### src/core/uv_fault_pkg.sv
// Purpose: shared constants, types and states of the input low-voltage fault handler
// Assumes: command codes arrive already decoded from the management bus framing
// Notes: thresholds use the 16-bit linear number format (5-bit exponent, 11-bit mantissa)
package uv_fault_pkg;

    // command codes of the three supervised registers
    localparam logic [7:0] CMD_WARN_THRESHOLD = 8'h58;
    localparam logic [7:0] CMD_FAULT_THRESHOLD = 8'h59;
    localparam logic [7:0] CMD_FAULT_ACTION = 8'h5a;

    // linear format field positions
    localparam int LIN_EXP_HI = 15;
    localparam int LIN_EXP_LO = 11;
    localparam int LIN_MANT_HI = 10;
    localparam int LIN_MANT_LO = 0;
    localparam int LIN_FRAC_BITS = 16;

    // action byte field positions
    localparam int ACT_RESP_HI = 7;
    localparam int ACT_RESP_LO = 6;
    localparam int ACT_RETRY_HI = 5;
    localparam int ACT_RETRY_LO = 3;
    localparam int ACT_DELAY_HI = 2;
    localparam int ACT_DELAY_LO = 0;

    // reset values
    localparam logic [15:0] WARN_THRESHOLD_RST = 16'h0000;
    localparam logic [15:0] FAULT_THRESHOLD_RST = 16'h0000;
    localparam logic [7:0] FAULT_ACTION_RST = 8'h00;

    // response codes
    localparam logic [1:0] RESP_IGNORE = 2'h0;
    localparam logic [1:0] RESP_DELAY_RUN = 2'h1;
    localparam logic [1:0] RESP_DISABLE_RETRY = 2'h2;
    localparam logic [1:0] RESP_LATCH_OFF = 2'h3;

    // retry codes
    localparam logic [2:0] RETRY_NONE = 3'h0;
    localparam logic [2:0] RETRY_FOREVER = 3'h7;

    // delay timer: one unit is 2**field time-unit ticks
    localparam logic [7:0] TIMER_ONE = 8'h01;

    typedef struct packed {
        logic valid;
        logic write;
        logic [7:0] code;
        logic [15:0] wdata;
    } cmd_t;

    typedef struct packed {
        logic valid;
        logic ack;
        logic [15:0] rdata;
    } rsp_t;

    typedef enum logic [2:0] {
        ST_OFF,
        ST_RUN,
        ST_HOLD_ON,
        ST_RETRY_WAIT,
        ST_LATCHED
    } state_t;

endpackage : uv_fault_pkg

### src/core/uv_fault_handler.sv
// Purpose: input low-voltage warning/fault supervision with programmable response
// Assumes: commands arrive decoded; time_tick marks one configured time unit
// Notes: ctrl_pin is asynchronous and is filtered by three flip-flops
`timescale 1ns/1ps
module uv_fault_handler
(
    // clock and reset
    input wire logic clk_sys,
    input wire logic rst,
    // command port
    input wire uv_fault_pkg::cmd_t cmd,
    output uv_fault_pkg::rsp_t rsp_q,
    // measurement and timing
    input wire logic sample_valid,
    input wire logic [15:0] sample,
    input wire logic time_tick,
    // on/off and fault clearing
    input wire logic ctrl_pin,
    input wire logic operation_on,
    input wire logic clear_faults,
    input wire logic status_clear,
    input wire logic ratio_mode_enable,
    // outputs
    output logic output_enable_q,
    output logic warn_flag_q,
    output logic fault_flag_q,
    output logic latched_off_q,
    output logic ratio_low_input_q
);

    logic [15:0] warn_threshold_q;
    logic [15:0] fault_threshold_q;
    logic [7:0] fault_action_q;
    logic [2:0] ctrl_sync_q;
    logic ctrl_level_q;
    logic run_req;
    logic below_warn;
    logic below_fault;
    logic seen;
    logic fault_now;
    logic timer_start_q;
    logic timer_busy;
    logic timer_done;
    logic [2:0] attempts_q;
    logic [1:0] resp_code;
    logic [2:0] retry_code;
    logic [2:0] delay_code;
    logic retries_used_up;
    uv_fault_pkg::state_t st_q;

    assign resp_code = fault_action_q[uv_fault_pkg::ACT_RESP_HI:uv_fault_pkg::ACT_RESP_LO];
    assign retry_code = fault_action_q[uv_fault_pkg::ACT_RETRY_HI:uv_fault_pkg::ACT_RETRY_LO];
    assign delay_code = fault_action_q[uv_fault_pkg::ACT_DELAY_HI:uv_fault_pkg::ACT_DELAY_LO];
    assign run_req = ctrl_level_q & operation_on;
    assign fault_now = seen & below_fault;
    // attempt about to start is attempts_q+1; unlimited code never runs out
    assign retries_used_up = (retry_code != uv_fault_pkg::RETRY_FOREVER)
        && ((attempts_q + 3'h1) >= retry_code);

    // ctrl pin filter: change counts once stages two and three agree
    always_ff @(posedge clk_sys or posedge rst)
    begin
        if (rst)
        begin
            ctrl_sync_q <= 3'h0;
            ctrl_level_q <= 1'b0;
        end
        else
        begin
            ctrl_sync_q <= {ctrl_sync_q[1:0], ctrl_pin};
            if (ctrl_sync_q[1] == ctrl_sync_q[2])
                ctrl_level_q <= ctrl_sync_q[2];
        end
    end

    // register writes
    always_ff @(posedge clk_sys or posedge rst)
    begin
        if (rst)
        begin
            warn_threshold_q <= uv_fault_pkg::WARN_THRESHOLD_RST;
            fault_threshold_q <= uv_fault_pkg::FAULT_THRESHOLD_RST;
            fault_action_q <= uv_fault_pkg::FAULT_ACTION_RST;
        end
        else if (cmd.valid && cmd.write)
        begin
            if (cmd.code == uv_fault_pkg::CMD_WARN_THRESHOLD)
                warn_threshold_q <= cmd.wdata;
            else if (cmd.code == uv_fault_pkg::CMD_FAULT_THRESHOLD)
                fault_threshold_q <= cmd.wdata;
            else if (cmd.code == uv_fault_pkg::CMD_FAULT_ACTION)
                fault_action_q <= cmd.wdata[7:0];
        end
    end

    // command answers, one cycle after the command; unknown codes not acked
    always_ff @(posedge clk_sys or posedge rst)
    begin
        if (rst)
            rsp_q <= '0;
        else
        begin
            rsp_q.valid <= cmd.valid;
            rsp_q.ack <= 1'b0;
            rsp_q.rdata <= 16'h0000;
            if (cmd.valid)
            begin
                if (cmd.code == uv_fault_pkg::CMD_WARN_THRESHOLD)
                begin
                    rsp_q.ack <= 1'b1;
                    rsp_q.rdata <= cmd.write ? 16'h0000 : warn_threshold_q;
                end
                else if (cmd.code == uv_fault_pkg::CMD_FAULT_THRESHOLD)
                begin
                    rsp_q.ack <= 1'b1;
                    rsp_q.rdata <= cmd.write ? 16'h0000 : fault_threshold_q;
                end
                else if (cmd.code == uv_fault_pkg::CMD_FAULT_ACTION)
                begin
                    rsp_q.ack <= 1'b1;
                    rsp_q.rdata <= cmd.write ? 16'h0000 : {8'h00, fault_action_q};
                end
            end
        end
    end

    linear_compare u_compare
    (
        .clk_sys(clk_sys),
        .rst(rst),
        .sample_valid(sample_valid),
        .sample(sample),
        .warn_threshold(warn_threshold_q),
        .fault_threshold(fault_threshold_q),
        .below_warn_q(below_warn),
        .below_fault_q(below_fault),
        .seen_q(seen)
    );

    unit_timer u_timer
    (
        .clk_sys(clk_sys),
        .rst(rst),
        .start(timer_start_q),
        .field(delay_code),
        .tick(time_tick),
        .busy_q(timer_busy),
        .done_q(timer_done)
    );

    // sticky status flags; a new event wins over a clear
    always_ff @(posedge clk_sys or posedge rst)
    begin
        if (rst)
        begin
            warn_flag_q <= 1'b0;
            fault_flag_q <= 1'b0;
        end
        else
        begin
            if (seen && below_warn)
                warn_flag_q <= 1'b1;
            else if (clear_faults || status_clear)
                warn_flag_q <= 1'b0;
            if (fault_now)
                fault_flag_q <= 1'b1;
            else if (clear_faults || status_clear)
                fault_flag_q <= 1'b0;
        end
    end

    // ratio regulation switches on the warning threshold
    always_ff @(posedge clk_sys or posedge rst)
    begin
        if (rst)
            ratio_low_input_q <= 1'b0;
        else
            ratio_low_input_q <= ratio_mode_enable & seen & below_warn;
    end

    // fault response sequencer
    always_ff @(posedge clk_sys or posedge rst)
    begin
        if (rst)
        begin
            st_q <= uv_fault_pkg::ST_OFF;
            output_enable_q <= 1'b0;
            latched_off_q <= 1'b0;
            timer_start_q <= 1'b0;
            attempts_q <= 3'h0;
        end
        else
        begin
            timer_start_q <= 1'b0;
            case (st_q)
                uv_fault_pkg::ST_OFF:
                begin
                    output_enable_q <= 1'b0;
                    latched_off_q <= 1'b0;
                    attempts_q <= 3'h0;
                    if (run_req)
                    begin
                        st_q <= uv_fault_pkg::ST_RUN;
                        output_enable_q <= 1'b1;
                    end
                end
                uv_fault_pkg::ST_RUN:
                begin
                    attempts_q <= 3'h0;
                    if (!run_req)
                    begin
                        st_q <= uv_fault_pkg::ST_OFF;
                        output_enable_q <= 1'b0;
                    end
                    else if (fault_now)
                    begin
                        case (resp_code)
                            uv_fault_pkg::RESP_IGNORE:
                                st_q <= uv_fault_pkg::ST_RUN;
                            uv_fault_pkg::RESP_DELAY_RUN:
                            begin
                                st_q <= uv_fault_pkg::ST_HOLD_ON;
                                timer_start_q <= 1'b1;
                            end
                            uv_fault_pkg::RESP_DISABLE_RETRY:
                            begin
                                output_enable_q <= 1'b0;
                                if (retry_code == uv_fault_pkg::RETRY_NONE)
                                begin
                                    st_q <= uv_fault_pkg::ST_LATCHED;
                                    latched_off_q <= 1'b1;
                                end
                                else
                                begin
                                    st_q <= uv_fault_pkg::ST_RETRY_WAIT;
                                    timer_start_q <= 1'b1;
                                end
                            end
                            default:
                            begin
                                st_q <= uv_fault_pkg::ST_LATCHED;
                                output_enable_q <= 1'b0;
                                latched_off_q <= 1'b1;
                            end
                        endcase
                    end
                end
                uv_fault_pkg::ST_HOLD_ON:
                begin
                    if (!run_req)
                    begin
                        st_q <= uv_fault_pkg::ST_OFF;
                        output_enable_q <= 1'b0;
                    end
                    else if (!fault_now)
                        st_q <= uv_fault_pkg::ST_RUN;
                    else if (timer_done)
                    begin
                        output_enable_q <= 1'b0;
                        if (retry_code == uv_fault_pkg::RETRY_NONE)
                        begin
                            st_q <= uv_fault_pkg::ST_LATCHED;
                            latched_off_q <= 1'b1;
                        end
                        else
                        begin
                            st_q <= uv_fault_pkg::ST_RETRY_WAIT;
                            timer_start_q <= 1'b1;
                        end
                    end
                end
                uv_fault_pkg::ST_RETRY_WAIT:
                begin
                    if (!run_req)
                        st_q <= uv_fault_pkg::ST_OFF;
                    else if (timer_done)
                    begin
                        // an attempt starts; it fails while the fault persists
                        if (!fault_now)
                        begin
                            st_q <= uv_fault_pkg::ST_RUN;
                            output_enable_q <= 1'b1;
                        end
                        else if (retries_used_up)
                        begin
                            st_q <= uv_fault_pkg::ST_LATCHED;
                            latched_off_q <= 1'b1;
                        end
                        else
                        begin
                            attempts_q <= attempts_q + 3'h1;
                            timer_start_q <= 1'b1;
                        end
                    end
                end
                uv_fault_pkg::ST_LATCHED:
                begin
                    output_enable_q <= 1'b0;
                    if (!run_req)
                    begin
                        st_q <= uv_fault_pkg::ST_OFF;
                        latched_off_q <= 1'b0;
                    end
                    else if (clear_faults || status_clear)
                    begin
                        st_q <= uv_fault_pkg::ST_RUN;
                        output_enable_q <= 1'b1;
                        latched_off_q <= 1'b0;
                    end
                end
                default:
                begin
                    st_q <= uv_fault_pkg::ST_OFF;
                    output_enable_q <= 1'b0;
                end
            endcase
        end
    end

endmodule : uv_fault_handler

### src/core/unit_timer.sv
// Purpose: counts 1,2,4..128 time-unit ticks after a start pulse
// Assumes: tick is a one-cycle enable on clk_sys marking one time unit
// Notes: a start while busy reloads the count
`timescale 1ns/1ps
module unit_timer
(
    // clock and reset
    input wire logic clk_sys,
    input wire logic rst,
    // control
    input wire logic start,
    input wire logic [2:0] field,
    input wire logic tick,
    // status
    output logic busy_q,
    output logic done_q
);

    logic [7:0] count_q;

    always_ff @(posedge clk_sys or posedge rst)
    begin
        if (rst)
        begin
            count_q <= 8'h00;
            busy_q <= 1'b0;
            done_q <= 1'b0;
        end
        else
        begin
            done_q <= 1'b0;
            if (start)
            begin
                count_q <= uv_fault_pkg::TIMER_ONE << field;
                busy_q <= 1'b1;
            end
            else if (busy_q && tick)
            begin
                if (count_q == uv_fault_pkg::TIMER_ONE)
                begin
                    busy_q <= 1'b0;
                    done_q <= 1'b1;
                end
                count_q <= count_q - uv_fault_pkg::TIMER_ONE;
            end
        end
    end

endmodule : unit_timer

### src/core/linear_compare.sv
// Purpose: compares an input voltage sample against both thresholds
// Assumes: all three values are in 16-bit linear format
// Notes: flags hold between samples
`timescale 1ns/1ps
module linear_compare
(
    // clock and reset
    input wire logic clk_sys,
    input wire logic rst,
    // sample and thresholds
    input wire logic sample_valid,
    input wire logic [15:0] sample,
    input wire logic [15:0] warn_threshold,
    input wire logic [15:0] fault_threshold,
    // results
    output logic below_warn_q,
    output logic below_fault_q,
    output logic seen_q
);

    function automatic logic signed [47:0] to_fixed(input logic [15:0] v);
        logic signed [4:0] e;
        logic signed [10:0] m;
        logic signed [47:0] x;
        e = v[uv_fault_pkg::LIN_EXP_HI:uv_fault_pkg::LIN_EXP_LO];
        m = v[uv_fault_pkg::LIN_MANT_HI:uv_fault_pkg::LIN_MANT_LO];
        x = 48'(m) <<< uv_fault_pkg::LIN_FRAC_BITS;
        if (e[4])
            x = x >>> 5'(-e);
        else
            x = x <<< e[3:0];
        return x;
    endfunction : to_fixed

    always_ff @(posedge clk_sys or posedge rst)
    begin
        if (rst)
        begin
            below_warn_q <= 1'b0;
            below_fault_q <= 1'b0;
            seen_q <= 1'b0;
        end
        else if (sample_valid)
        begin
            below_warn_q <= to_fixed(sample) < to_fixed(warn_threshold);
            below_fault_q <= to_fixed(sample) < to_fixed(fault_threshold);
            seen_q <= 1'b1;
        end
    end

endmodule : linear_compare

### config.mk
export PLATFORM = sky130hd
export DESIGN_NAME = uv_fault_handler
export DESIGN_NICKNAME = d
export VERILOG_FILES = /design/src/core/uv_fault_pkg.sv /design/src/core/uv_fault_handler.sv /design/src/core/unit_timer.sv /design/src/core/linear_compare.sv
export SDC_FILE = /design/constraint.sdc
export NUM_CORES = 1
export LEC_CHECK = 0
export BUFFER_PORTS_ARGS = -buffer_cell sky130_fd_sc_hd__buf_2
export CORE_MARGIN = 4
export CORE_UTILIZATION = 45
export DETAILED_ROUTE_END_ITERATION = 8
export SYNTH_ARGS = -nofsm -noshare
export SYNTH_HDL_FRONTEND = slang
export SYNTH_SLANG_ARGS = --single-unit
### constraint.sdc
create_clock -name clk_sys -period 5.6 [get_ports clk_sys]
set_input_delay 1.12 -clock clk_sys [delete_from_list [all_inputs] [get_ports clk_sys]]
set_output_delay 1.12 -clock clk_sys [all_outputs]
set_load 0.03 [all_outputs]
== Yosys cells after proc, flatten, opt, wreduce, memory -nomap -nowiden ==
Cells that the tools add are included.
Storage, ports and cells
  flip-flop bits (word level): 87
  input bits: 51
  word-level logic and storage cells: 182
Cells by class
  $add $sub $neg: 5
  magnitude comparators: 3
  equality and inequality tests: 33
  shift-type cells: 7
  muxes and demuxes: 82
  bitwise gates (word level): 6
  reductions and logical operators: 24
Operators by type and width (count)
  two-way mux 48 bit: 6
  <<< shifter 27 x 4 -> 48 bit: 3
  >>> shifter 27 x 5 -> 48 bit: 3
  less-than comparator 48 bit: 2
  two-way mux 17 bit: 4
  two-way mux 3 bit: 17
  two-way mux 1 bit: 42
  two-way mux 16 bit: 2
  equality test 8 x 7 -> 1 bit (second input constant): 3
  two-way mux 8 bit: 3
  != test 2 bit (second input constant): 11
  != test 3 bit (second input constant): 5
  negation 5 bit: 3
  one-hot mux 3 bit (5 select lines): 1
  AND reduction 12 bit: 1
  one-hot mux 1 bit (5 select lines): 2
  nonzero test 2 bit: 5
  one-hot mux 3 bit (3 select lines): 1
  equality test 8 x 1 -> 1 bit (second input constant): 1
  << shifter 1 x 3 -> 8 bit (first input constant): 1
  subtractor 8 x 1 -> 8 bit (second input constant): 1
  AND reduction 7 bit: 1
  equality test 3 x 2 -> 1 bit (second input constant): 2
  logical NOT 3 bit: 2
  26 further kinds: 38

== Longest topological paths before layout ==
Gate-level depths: netlist of the first run.
  depth in word-level cells: 8
  mapped depth: 22
  mapped depth without buffers: 17

== By module ==
From an unflattened synthesis of the first run, not the netlist that was laid out.
Unflattened totals
  cells, all modules: 1402
  area, all modules: 10979.3 um^2
Modules (own cells, without submodules)
  linear_compare: instances 1, cells an instance 1039, area an instance 6810.3 um^2, seq. area each 75.1 um^2
  uv_fault_handler: instances 1, cells an instance 301, area an instance 3573.4 um^2, seq. area each 1851.8 um^2
  unit_timer: instances 1, cells an instance 62, area an instance 595.6 um^2, seq. area each 250.2 um^2

== Worst setup path before layout of the first run ==
Ideal clock, no wire load.
  path kind: input port to flip-flop
  start: input sample[11]
  end: register u_compare.below_fault_q
  setup time: 126 ps
  data arrival time: 4821 ps
  data required time: 5474 ps
  setup slack: 653 ps
  stages: 18
  cells stage by stage: buf_2 > buf_2 > inv_2 > ha_1 > clkbuf_1 > mux4_2 > mux2i_1 > mux2_2 > o21ai_1 > nand2_1 > o21ai_1 > ha_1 > a211oi_1 > o21bai_1 > o2111ai_1 > a211oi_1 > or4_1 > a221o_1
Between the ends
  word-level cells in the longest chain between the ends: 5
  elaborated cells between the ends (all ways): 6
  those cells by class: 1 x add/sub; 1 x order compare; 2 x shift; 2 x mux
RTL lines
  start: declaration: line uv_fault_handler.sv:15  | input wire logic [15:0] sample,
  negation 5 bit: line linear_compare.sv:29  | x = x >>> 5'(-e);
  >>> shifter 27 x 5 -> 48 bit: line linear_compare.sv:29
  two-way mux 48 bit (*): line linear_compare.sv:28  | if (e[4])
  two-way mux 48 bit (*): line linear_compare.sv:43  | else if (sample_valid)
  less-than comparator 48 bit (*): line linear_compare.sv:46  | below_fault_q <= to_fixed(sample) < to_fixed(fault_threshold);
  end signal: assignment: line linear_compare.sv:46
  end: declaration: line linear_compare.sv:17  | output logic below_fault_q,
Mark *: on every way between the ends. The rest lies on a longest branch, timed or not. The select of a mux whose other input is x is not followed.
A chain may end at the register's enable or synchronous reset.

== Worst setup path after layout of the first run ==
  start: input sample[12]
  end: register u_compare.below_warn_q
Between the ends
  word-level cells in the longest chain between the ends: 5
  elaborated cells between the ends (all ways): 6
  those cells by class: 1 x add/sub; 1 x order compare; 2 x shift; 2 x mux
RTL lines
  negation 5 bit: line linear_compare.sv:29
  >>> shifter 27 x 5 -> 48 bit: line linear_compare.sv:29
  two-way mux 48 bit (*): line linear_compare.sv:28
  two-way mux 48 bit (*): line linear_compare.sv:43
  less-than comparator 48 bit (*): line linear_compare.sv:45  | below_warn_q <= to_fixed(sample) < to_fixed(warn_threshold);
  end signal: assignment: line linear_compare.sv:45
  end: declaration: line linear_compare.sv:16  | output logic below_warn_q,
Marks and branches as above.

==> results of run 1 <==
[flip-flops by register name (all words and copies together) (netlist names), 3 cells and up]
signal	count
attempts_q	3
rsp_q	18
fault_action_q	8
fault_threshold_q	16
u_timer.count_q	8
ctrl_sync_q	3
warn_threshold_q	16
st_q	3
[worst max-delay path, cell delays in order]
cell and delay (ns):
buf_2 0.29, inv_1 0.19, ha_1 0.64, mux4_2 0.40, mux2i_1 0.22, mux2_2 0.21
o21ai_1 0.06, nand2_1 0.08, o21ai_1 0.09, ha_1 0.32, a211oi_1 0.24, o21bai_1 0.11
o2111a_1 0.13, a2111oi_0 0.37, o211ai_1 0.16, nor3_1 0.32, mux2i_1 0.23
[report_power, final]
part           leakage [nW]  internal, mW  switching [mW]  total (mW)
clock                 0.132         0.308           0.278       0.587
combinational          3.88         0.311           0.477       0.788
sequential             1.12         0.651          0.0557       0.707
[layout make-up]
type                    count  area share, %
repair buffers            103           5.07
inverters                  32           1.04
flip-flops and latches     87           18.7
clock inverters             6          0.451
multi-input cells        1203           69.4
well taps                 319           3.43
clock buffers              10           1.97
[synth_stat cells, drive strengths merged (8+ instances only)]
cell type / number / area [um2]
nand2: 172 / 646
nor2: 156 / 586
o21ai: 146 / 731
a21oi: 139 / 696
ha: 95 / 1190
dfrtp: 87 / 2180
clkbuf: 83 / 312
mux2i: 61 / 611
mux2: 60 / 676
nor3: 30 / 165
inv: 29 / 109
a31oi: 28 / 175
nand3: 26 / 130
buf: 23 / 106
a22oi: 20 / 150
mux4: 19 / 428
nand4: 19 / 119
o21a: 18 / 135
a211oi: 16 / 120
a21o: 16 / 120
nand2b: 16 / 100
nor2b: 15 / 93.8
o22ai: 14 / 87.6
and3: 11 / 68.8
o22a: 8 / 70.1
xnor2: 8 / 77.6
xor2: 8 / 70.1
[logic make-up after synthesis]
kind of cell,Yosys count
buffers and inverters,138
AND/OR/NAND/NOR,483
multiplexers,140
XOR/XNOR,16
adder cells (fa/ha/maj),96
AO/OA/AOI/OAI,468
flip-flops,87
[per-layer routing]
metal  vias to the layer above  track usage [%]
met1                      5073             39.9
met2                       406             36.5
met3                        29             3.37
li1                       5294                -
met4                         0             4.23
met5                         -                0
[through the flow]
step                cells  area (um2)  util [%]  worst slack (ns)
floorplan            1428       10800         -             0.653
CTS                  1760       11600      49.5             0.719
global route         1760       11600      49.5             0.271
finish               1760       11600      49.5             0.692
detailed placement   1744       11400      48.3             0.390
global placement     1744       11400      48.3             0.485
[final timing paths]
path | cells after the start | start | to
max | 17 | sample[12] | u_compare.below_warn_q
min | 0 | ctrl_sync_q[0] | ctrl_sync_q[1]
max reg2reg | 18 | warn_threshold_q[12] | u_compare.below_warn_q
min reg2reg | 0 | ctrl_sync_q[0] | ctrl_sync_q[1]
max in group asynchronous | 3 | rst | warn_threshold_q[4]
min in group asynchronous | 2 | rst | ratio_low_input_q
==> flow_summary.rst, run 1 <==
.. list-table::
   :header-rows: 1

   * - Metric
     - Value
   * - Met3 WL
     - 2420 um
   * - Die Footprint
     - 26500 um2
   * - DRT met1 WL
     - 16800 um
   * - Diode count
     - 0
   * - Final weighted congestion in routability-driven placement
     - 0.905
   * - Total setup violations reported at the end of the flow
     - 0
   * - Overall die width
     - 163 um
   * - Flop-to-flop setup slack
     - 0.71 ns
   * - TritonCTS clock tree
     - built
   * - Total of buffers placed on input and output ports
     - 73
   * - Fmax
     - 204 MHz
   * - Total via count after detailed routing
     - 10800
   * - Syn_nets
     - 1574
   * - Tightest Pin Transition
     - 0.973 ns
   * - Sequential Area
     - 2180 um2
   * - Adder and majority cell fraction of the synthesized area
     - 11.1%
   * - Final Cycle Share
     - 87.6%
   * - Area occupied by multi-input gates
     - 8080 um2
   * - Mean cell area of the mapped netlist
     - 7.56 um2
   * - Main combinational cell family by area after synthesis
     - compound AO/OA/AOI/OAI gates
   * - Top_reg_cell synth
     - dfrtp_1
   * - Largest net degree at the start of global routing
     - 73
   * - Post-synthesis share of cell area spent on xor and xnor gates
     - 1.37%
   * - Proportion of layout cells with a drive suffix above 1
     - 12.4%
   * - Sequential fraction of the synthesis area
     - 20.2%
   * - Distinct cell type count after synthesis
     - 78
   * - Initial standard-cell utilization of the core
     - 45.8%
   * - Nature of the critical path startpoint
     - input pin
   * - Post-CTS clock slew at the launch and capture registers of the worst setup and hold paths
     - 0.07 ns
   * - HPWL reported at the end of detailed placement
     - 26500 um
   * - Longest Clk Path Bufs
     - 2
   * - H-tree depth
     - 3
   * - Max Fanout on Critical Path
     - 20
   * - Highest layer used for signal routing
     - met4
   * - Latest clock arrival within the worst-skew pair
     - 0.35 ns
   * - Arrival time worst endpoint
     - 5.18 ns
   * - Total power
     - 2.08 mW
   * - Power per Cell Area
     - 179 nW/um2
   * - Worst slew margin
     - 35.2%
   * - TritonCTS Sinks
     - 87
   * - Post-Route Setup TNS
     - 0 ns
   * - Kind of critical path
     - input pin to flip-flop
   * - Register bit total from synthesis
     - 87
   * - Total GRT Usage
     - 25.1%
   * - Multiplexer area fraction after synthesis
     - 15.9%
   * - Hold Crit Class
     - flip-flop to flip-flop
   * - Number of placed I/O pins
     - 74
   * - CP Capture Type
     - flip-flop
   * - Die height
     - 163 um
   * - Antenna violations before repair
     - 0
   * - Number of fill cells in the layout
     - 2395
   * - Share of the synthesized area in compound gates (AO/OA/AOI/OAI)
     - 26.3%
   * - Average wire per standard cell
     - 19.2 um
   * - Reported leakage power
     - 5.13 nW
   * - NumNets Final
     - 1582
   * - Number of placement rows
     - 56
   * - Post-Route Hold Slack
     - 0.351 ns
   * - Synthesized instance count
     - 1428
   * - Total DRC errors in the routed layout
     - 0
   * - Wire length of the first global-routing pass
     - 54000 um
   * - Buffers inserted during post-CTS setup optimization
     - 0
   * - Count of synthesis-stage warnings from yosys
     - 0
   * - Post-synth ARST share
     - 100%
   * - Setup repair after global routing missed its margin
     - no
   * - Number of clock buffers inserted by TritonCTS
     - 9
   * - Final Routed Wirelength
     - 33800 um
   * - Skew final
     - 0.00987 ns
   * - Drt pass-1 iters
     - 7
   * - Minimum clock period after layout
     - 4.91 ns
   * - Number of flops mapped to enable cells by yosys
     - 0
   * - Layout Area Growth over Synthesis
     - 7.92%
   * - Count of maximum capacitance violations
     - 0
   * - Via count of the first global-routing pass
     - 9856
   * - Simple-gate share of the synthesized area
     - 20.2%
   * - Number of buffers added to fix hold violations after cts
     - 0
   * - Final hold violation count
     - 0
   * - Antenna violation net count after detailed routing
     - 0
   * - Required time at the endpoint of the critical path
     - 5.87 ns
   * - Commonest cells after routing, fill and taps aside
     - nand2_1, nor2_1, a21oi_1
   * - Number of gates given a new drive strength after cts
     - 0
   * - Synth Cell Area
     - 10800 um2
   * - GRT Residual Overflow
     - 0
   * - Most common library cell in the layout ignoring fill and taps
     - nand2_1
   * - CTS root buf
     - clkbuf_16
   * - Run status
     - finished clean
   * - Met2 wire length
     - 14200 um
   * - Number of max-slew violations in the final report
     - 0
   * - Core Box Area
     - 23500 um2
   * - Via density per instance
     - 6.14
   * - Peak supply drop
     - 0.117 mV
   * - Drt initial violations
     - 1182
No activity file was read; power rests on OpenSTA's default activity.
==> run 2, diff against run 1 <==
- PLACE_DENSITY_LB_ADDON: default -> 0.05
==> flow_summary.rst, run 2 (synthesized netlist as in run 1, its figures left out) <==
.. list-table::
   :header-rows: 1

   * - Metric
     - Value
   * - Hold Crit Class
     - flip-flop to flip-flop (unchanged)
   * - Critical R2R Capture
     - u_compare.below_warn_q (unchanged)
   * - Run status
     - finished clean (unchanged)
   * - Setup repair after global routing missed its margin
     - no (unchanged)
   * - Final Cycle Share
     - 90.0% (was 87.6%)
   * - Buffers inserted during post-CTS setup optimization
     - 0 (unchanged)
   * - Total GRT Usage
     - 26.0% (was 25.1%)
   * - Minimum clock period after layout
     - 5.04 ns (was 4.91 ns)
   * - H-tree depth
     - 3 (unchanged)
   * - Most flop-heavy register
     - rsp_q (unchanged)
   * - Overall die width
     - 163 um (unchanged)
   * - Nature of the critical path startpoint
     - input pin (unchanged)
   * - Launch point of the worst reg-to-reg path
     - warn_threshold_q[11] (was warn_threshold_q[12])
   * - HPWL reported at the end of detailed placement
     - 27400 um (was 26500 um)
   * - Required time at the endpoint of the critical path
     - 5.87 ns (about the same)
   * - Flop-to-flop setup slack
     - 0.87 ns (was 0.71 ns)
   * - Longest Clk Path Bufs
     - 2 (unchanged)
   * - Peak supply drop
     - 0.155 mV (was 0.117 mV)
   * - CTS root buf
     - clkbuf_16 (unchanged)
   * - Max Fanout on Critical Path
     - 20 (unchanged)
   * - Number of instances on the worst hold path
     - 0 (unchanged)
   * - Tightest Pin Transition
     - 0.960 ns (was 0.973 ns)
   * - TritonCTS clock tree
     - built (unchanged)
   * - GRT Residual Overflow
     - 0 (unchanged)
   * - Total DRC errors in the routed layout
     - 0 (unchanged)
   * - Total setup violations reported at the end of the flow
     - 0 (unchanged)
   * - Number of buffers added to fix hold violations after cts
     - 0 (unchanged)
   * - Drt pass-1 iters
     - 5 (was 7)
   * - Drt initial violations
     - 1093 (was 1182)
   * - Delay of the slowest cell on the worst path
     - 0.64 ns (about the same)
   * - Number of gates given a new drive strength after cts
     - 0 (unchanged)
   * - Number of placement rows
     - 56 (unchanged)
   * - Via density per instance
     - 6.13 (was 6.14)
   * - End point of the worst hold path
     - ctrl_sync_q[1] (unchanged)
   * - Reported leakage power
     - 5.16 nW (was 5.13 nW)
   * - Sequential Area
     - 2180 um2 (unchanged)
   * - Count of maximum capacitance violations
     - 0 (unchanged)
   * - Instance count after placement with tap cells included
     - 1746 (was 1744)
   * - Setup slack after placement
     - 0.331 ns (was 0.390 ns)
   * - Worst slew margin
     - 36.0% (was 35.2%)
   * - Number of placed I/O pins
     - 74 (unchanged)
   * - Commonest cells after routing, fill and taps aside
     - nand2_1, nor2_1, a21oi_1 (unchanged)
   * - Area occupied by multi-input gates
     - 8080 um2 (unchanged)
   * - Post-CTS clock slew at the launch and capture registers of the worst setup and hold paths
     - 0.07 ns (about the same)
   * - Post-Route Setup TNS
     - 0 ns (unchanged)
   * - Final weighted congestion in routability-driven placement
     - 0.974 (was 0.905)
   * - Number of fill cells in the layout
     - 2410 (was 2395)
   * - Largest net degree at the start of global routing
     - 75 (was 73)
   * - Initial standard-cell utilization of the core
     - 45.8% (unchanged)
   * - Die Footprint
     - 26500 um2 (unchanged)
   * - Post-route core utilization
     - 49.6% (was 49.5%)
   * - Arrival time worst endpoint
     - 5.31 ns (was 5.18 ns)
   * - Most common library cell in the layout ignoring fill and taps
     - nand2_1 (unchanged)
   * - Via count of the first global-routing pass
     - 10000 (was 9856)
   * - NumNets Final
     - 1584 (was 1582)
   * - Latest clock arrival within the worst-skew pair
     - 0.34 ns (was 0.35 ns)
   * - Final Routed Wirelength
     - 34900 um (was 33800 um)
   * - List of cells traversed by the critical path
     - buf_2 -> inv_1 -> ha_1 -> mux4_2 -> mux2i_1 -> mux2_2 -> o21ai_1 -> nand2_1 -> o21ai_1 -> ha_1 -> a211oi_1 -> o21bai_1 -> o2111a_1 -> a2111oi_0 -> o211ai_1 -> nor3_1 -> mux2i_1 (unchanged)
   * - Die height
     - 163 um (unchanged)
   * - Proportion of layout cells with a drive suffix above 1
     - 12.6% (was 12.4%)
   * - Kind of critical path
     - input pin to flip-flop (unchanged)
   * - Total via count after detailed routing
     - 10800 (about the same)
   * - Diode count
     - 0 (unchanged)
   * - Power per Cell Area
     - 181 nW/um2 (was 179 nW/um2)
   * - Count of non-filler cells in the finished layout
     - 1762 (was 1760)
   * - TritonCTS Sinks
     - 87 (unchanged)
   * - Highest-delay cell along the critical path
     - ha_1 (unchanged)
   * - Largest register FFs
     - 18 (unchanged)
   * - Number of max-slew violations in the final report
     - 0 (unchanged)
   * - Final hold violation count
     - 0 (unchanged)
   * - Layout Area Growth over Synthesis
     - 8.24% (was 7.92%)
   * - Regs by FF count
     - rsp_q (18), fault_threshold_q (16), warn_threshold_q (16) (unchanged)
   * - Antenna violations before repair
     - 1 (was 0)
   * - Wire length of the first global-routing pass
     - 55800 um (was 54000 um)
   * - Average wire per standard cell
     - 19.8 um (was 19.2 um)
   * - Antenna violation net count after detailed routing
     - 0 (unchanged)
   * - Number of clock buffers inserted by TritonCTS
     - 9 (unchanged)
   * - Hold path startpoint
     - ctrl_sync_q[0] (unchanged)
   * - Post-route setup slack
     - 0.558 ns (was 0.692 ns)
   * - R2R cell count
     - 17 (was 18)
   * - Skew final
     - 0.0106 ns (was 0.00987 ns)
   * - Total of buffers placed on input and output ports
     - 73 (unchanged)
   * - Core Box Area
     - 23500 um2 (unchanged)
   * - CP Capture Type
     - flip-flop (unchanged)
   * - Fmax
     - 198 MHz (was 204 MHz)
## run 2: changes by cell type in the layout (fill, tap and decap cells not counted), sizes merged
cell | previous run | this run
inv | 31 | 32
clkinvlp | 2 | 0
clkinv | 5 | 6
buf | 103 | 105
## run 2: cell type report
class / count / share of cell area (%)
inverters: 32 / 1.04
repair buffers: 105 / 5.18
clock buffers: 10 / 2.05
multi-input cells: 1203 / 69.1
clock inverters: 6 / 0.535
flip-flops and latches: 87 / 18.6
well taps: 319 / 3.42
## run 2: routing by layer
metal / GRT usage (%) / wire, um / vias up
met5: 0 / 13 / -
met4: 5.18 / 634 / 2
met3: 4.30 / 2440 / 47
met2: 38.5 / 15000 / 370
met1: 39.8 / 16800 / 5067
li1: - / - / 5309
## run 2: how the worst max path moves through the flow
stage          startpoint                       to  slack, ns  depth (start not counted)
6_report       sample[12]   u_compare.below_warn_q       0.56                         17
5_1_grt        sample[12]   u_compare.below_warn_q       0.21                         17
4_1_cts        sample[12]   u_compare.below_warn_q       0.66                         17
3_5_place_dp   sample[12]   u_compare.below_warn_q       0.33                         17
3_3_place_gp   sample[12]  u_compare.below_fault_q       0.49                         16
2_1_floorplan  sample[11]  u_compare.below_fault_q       0.65                         18
## run 2: through the flow
step	power (mW)	cell area (um2)	hold WS, ns
floorplan	1.28	10800	0.331
global placement	1.49	11400	0.335
detailed placement	1.50	11400	0.341
CTS	2.12	11700	0.358
global route	2.26	11700	0.371
finish	2.12	11700	0.356
## run 2: critical path, delay by kind of cell
| kind | cells | cell delay, ns |
|---|---|---|
| compound gates | 7 | 1.22 |
| fa+ha+maj | 2 | 0.96 |
| buf+inv | 2 | 0.47 |
| mux | 4 | 1.06 |
| simple gates | 2 | 0.47 |
## run 2: report_power, final
part / internal [mW] / switching (mW)
Clock: 0.327 / 0.296
Sequential: 0.651 / 0.0485
Combinational: 0.311 / 0.487
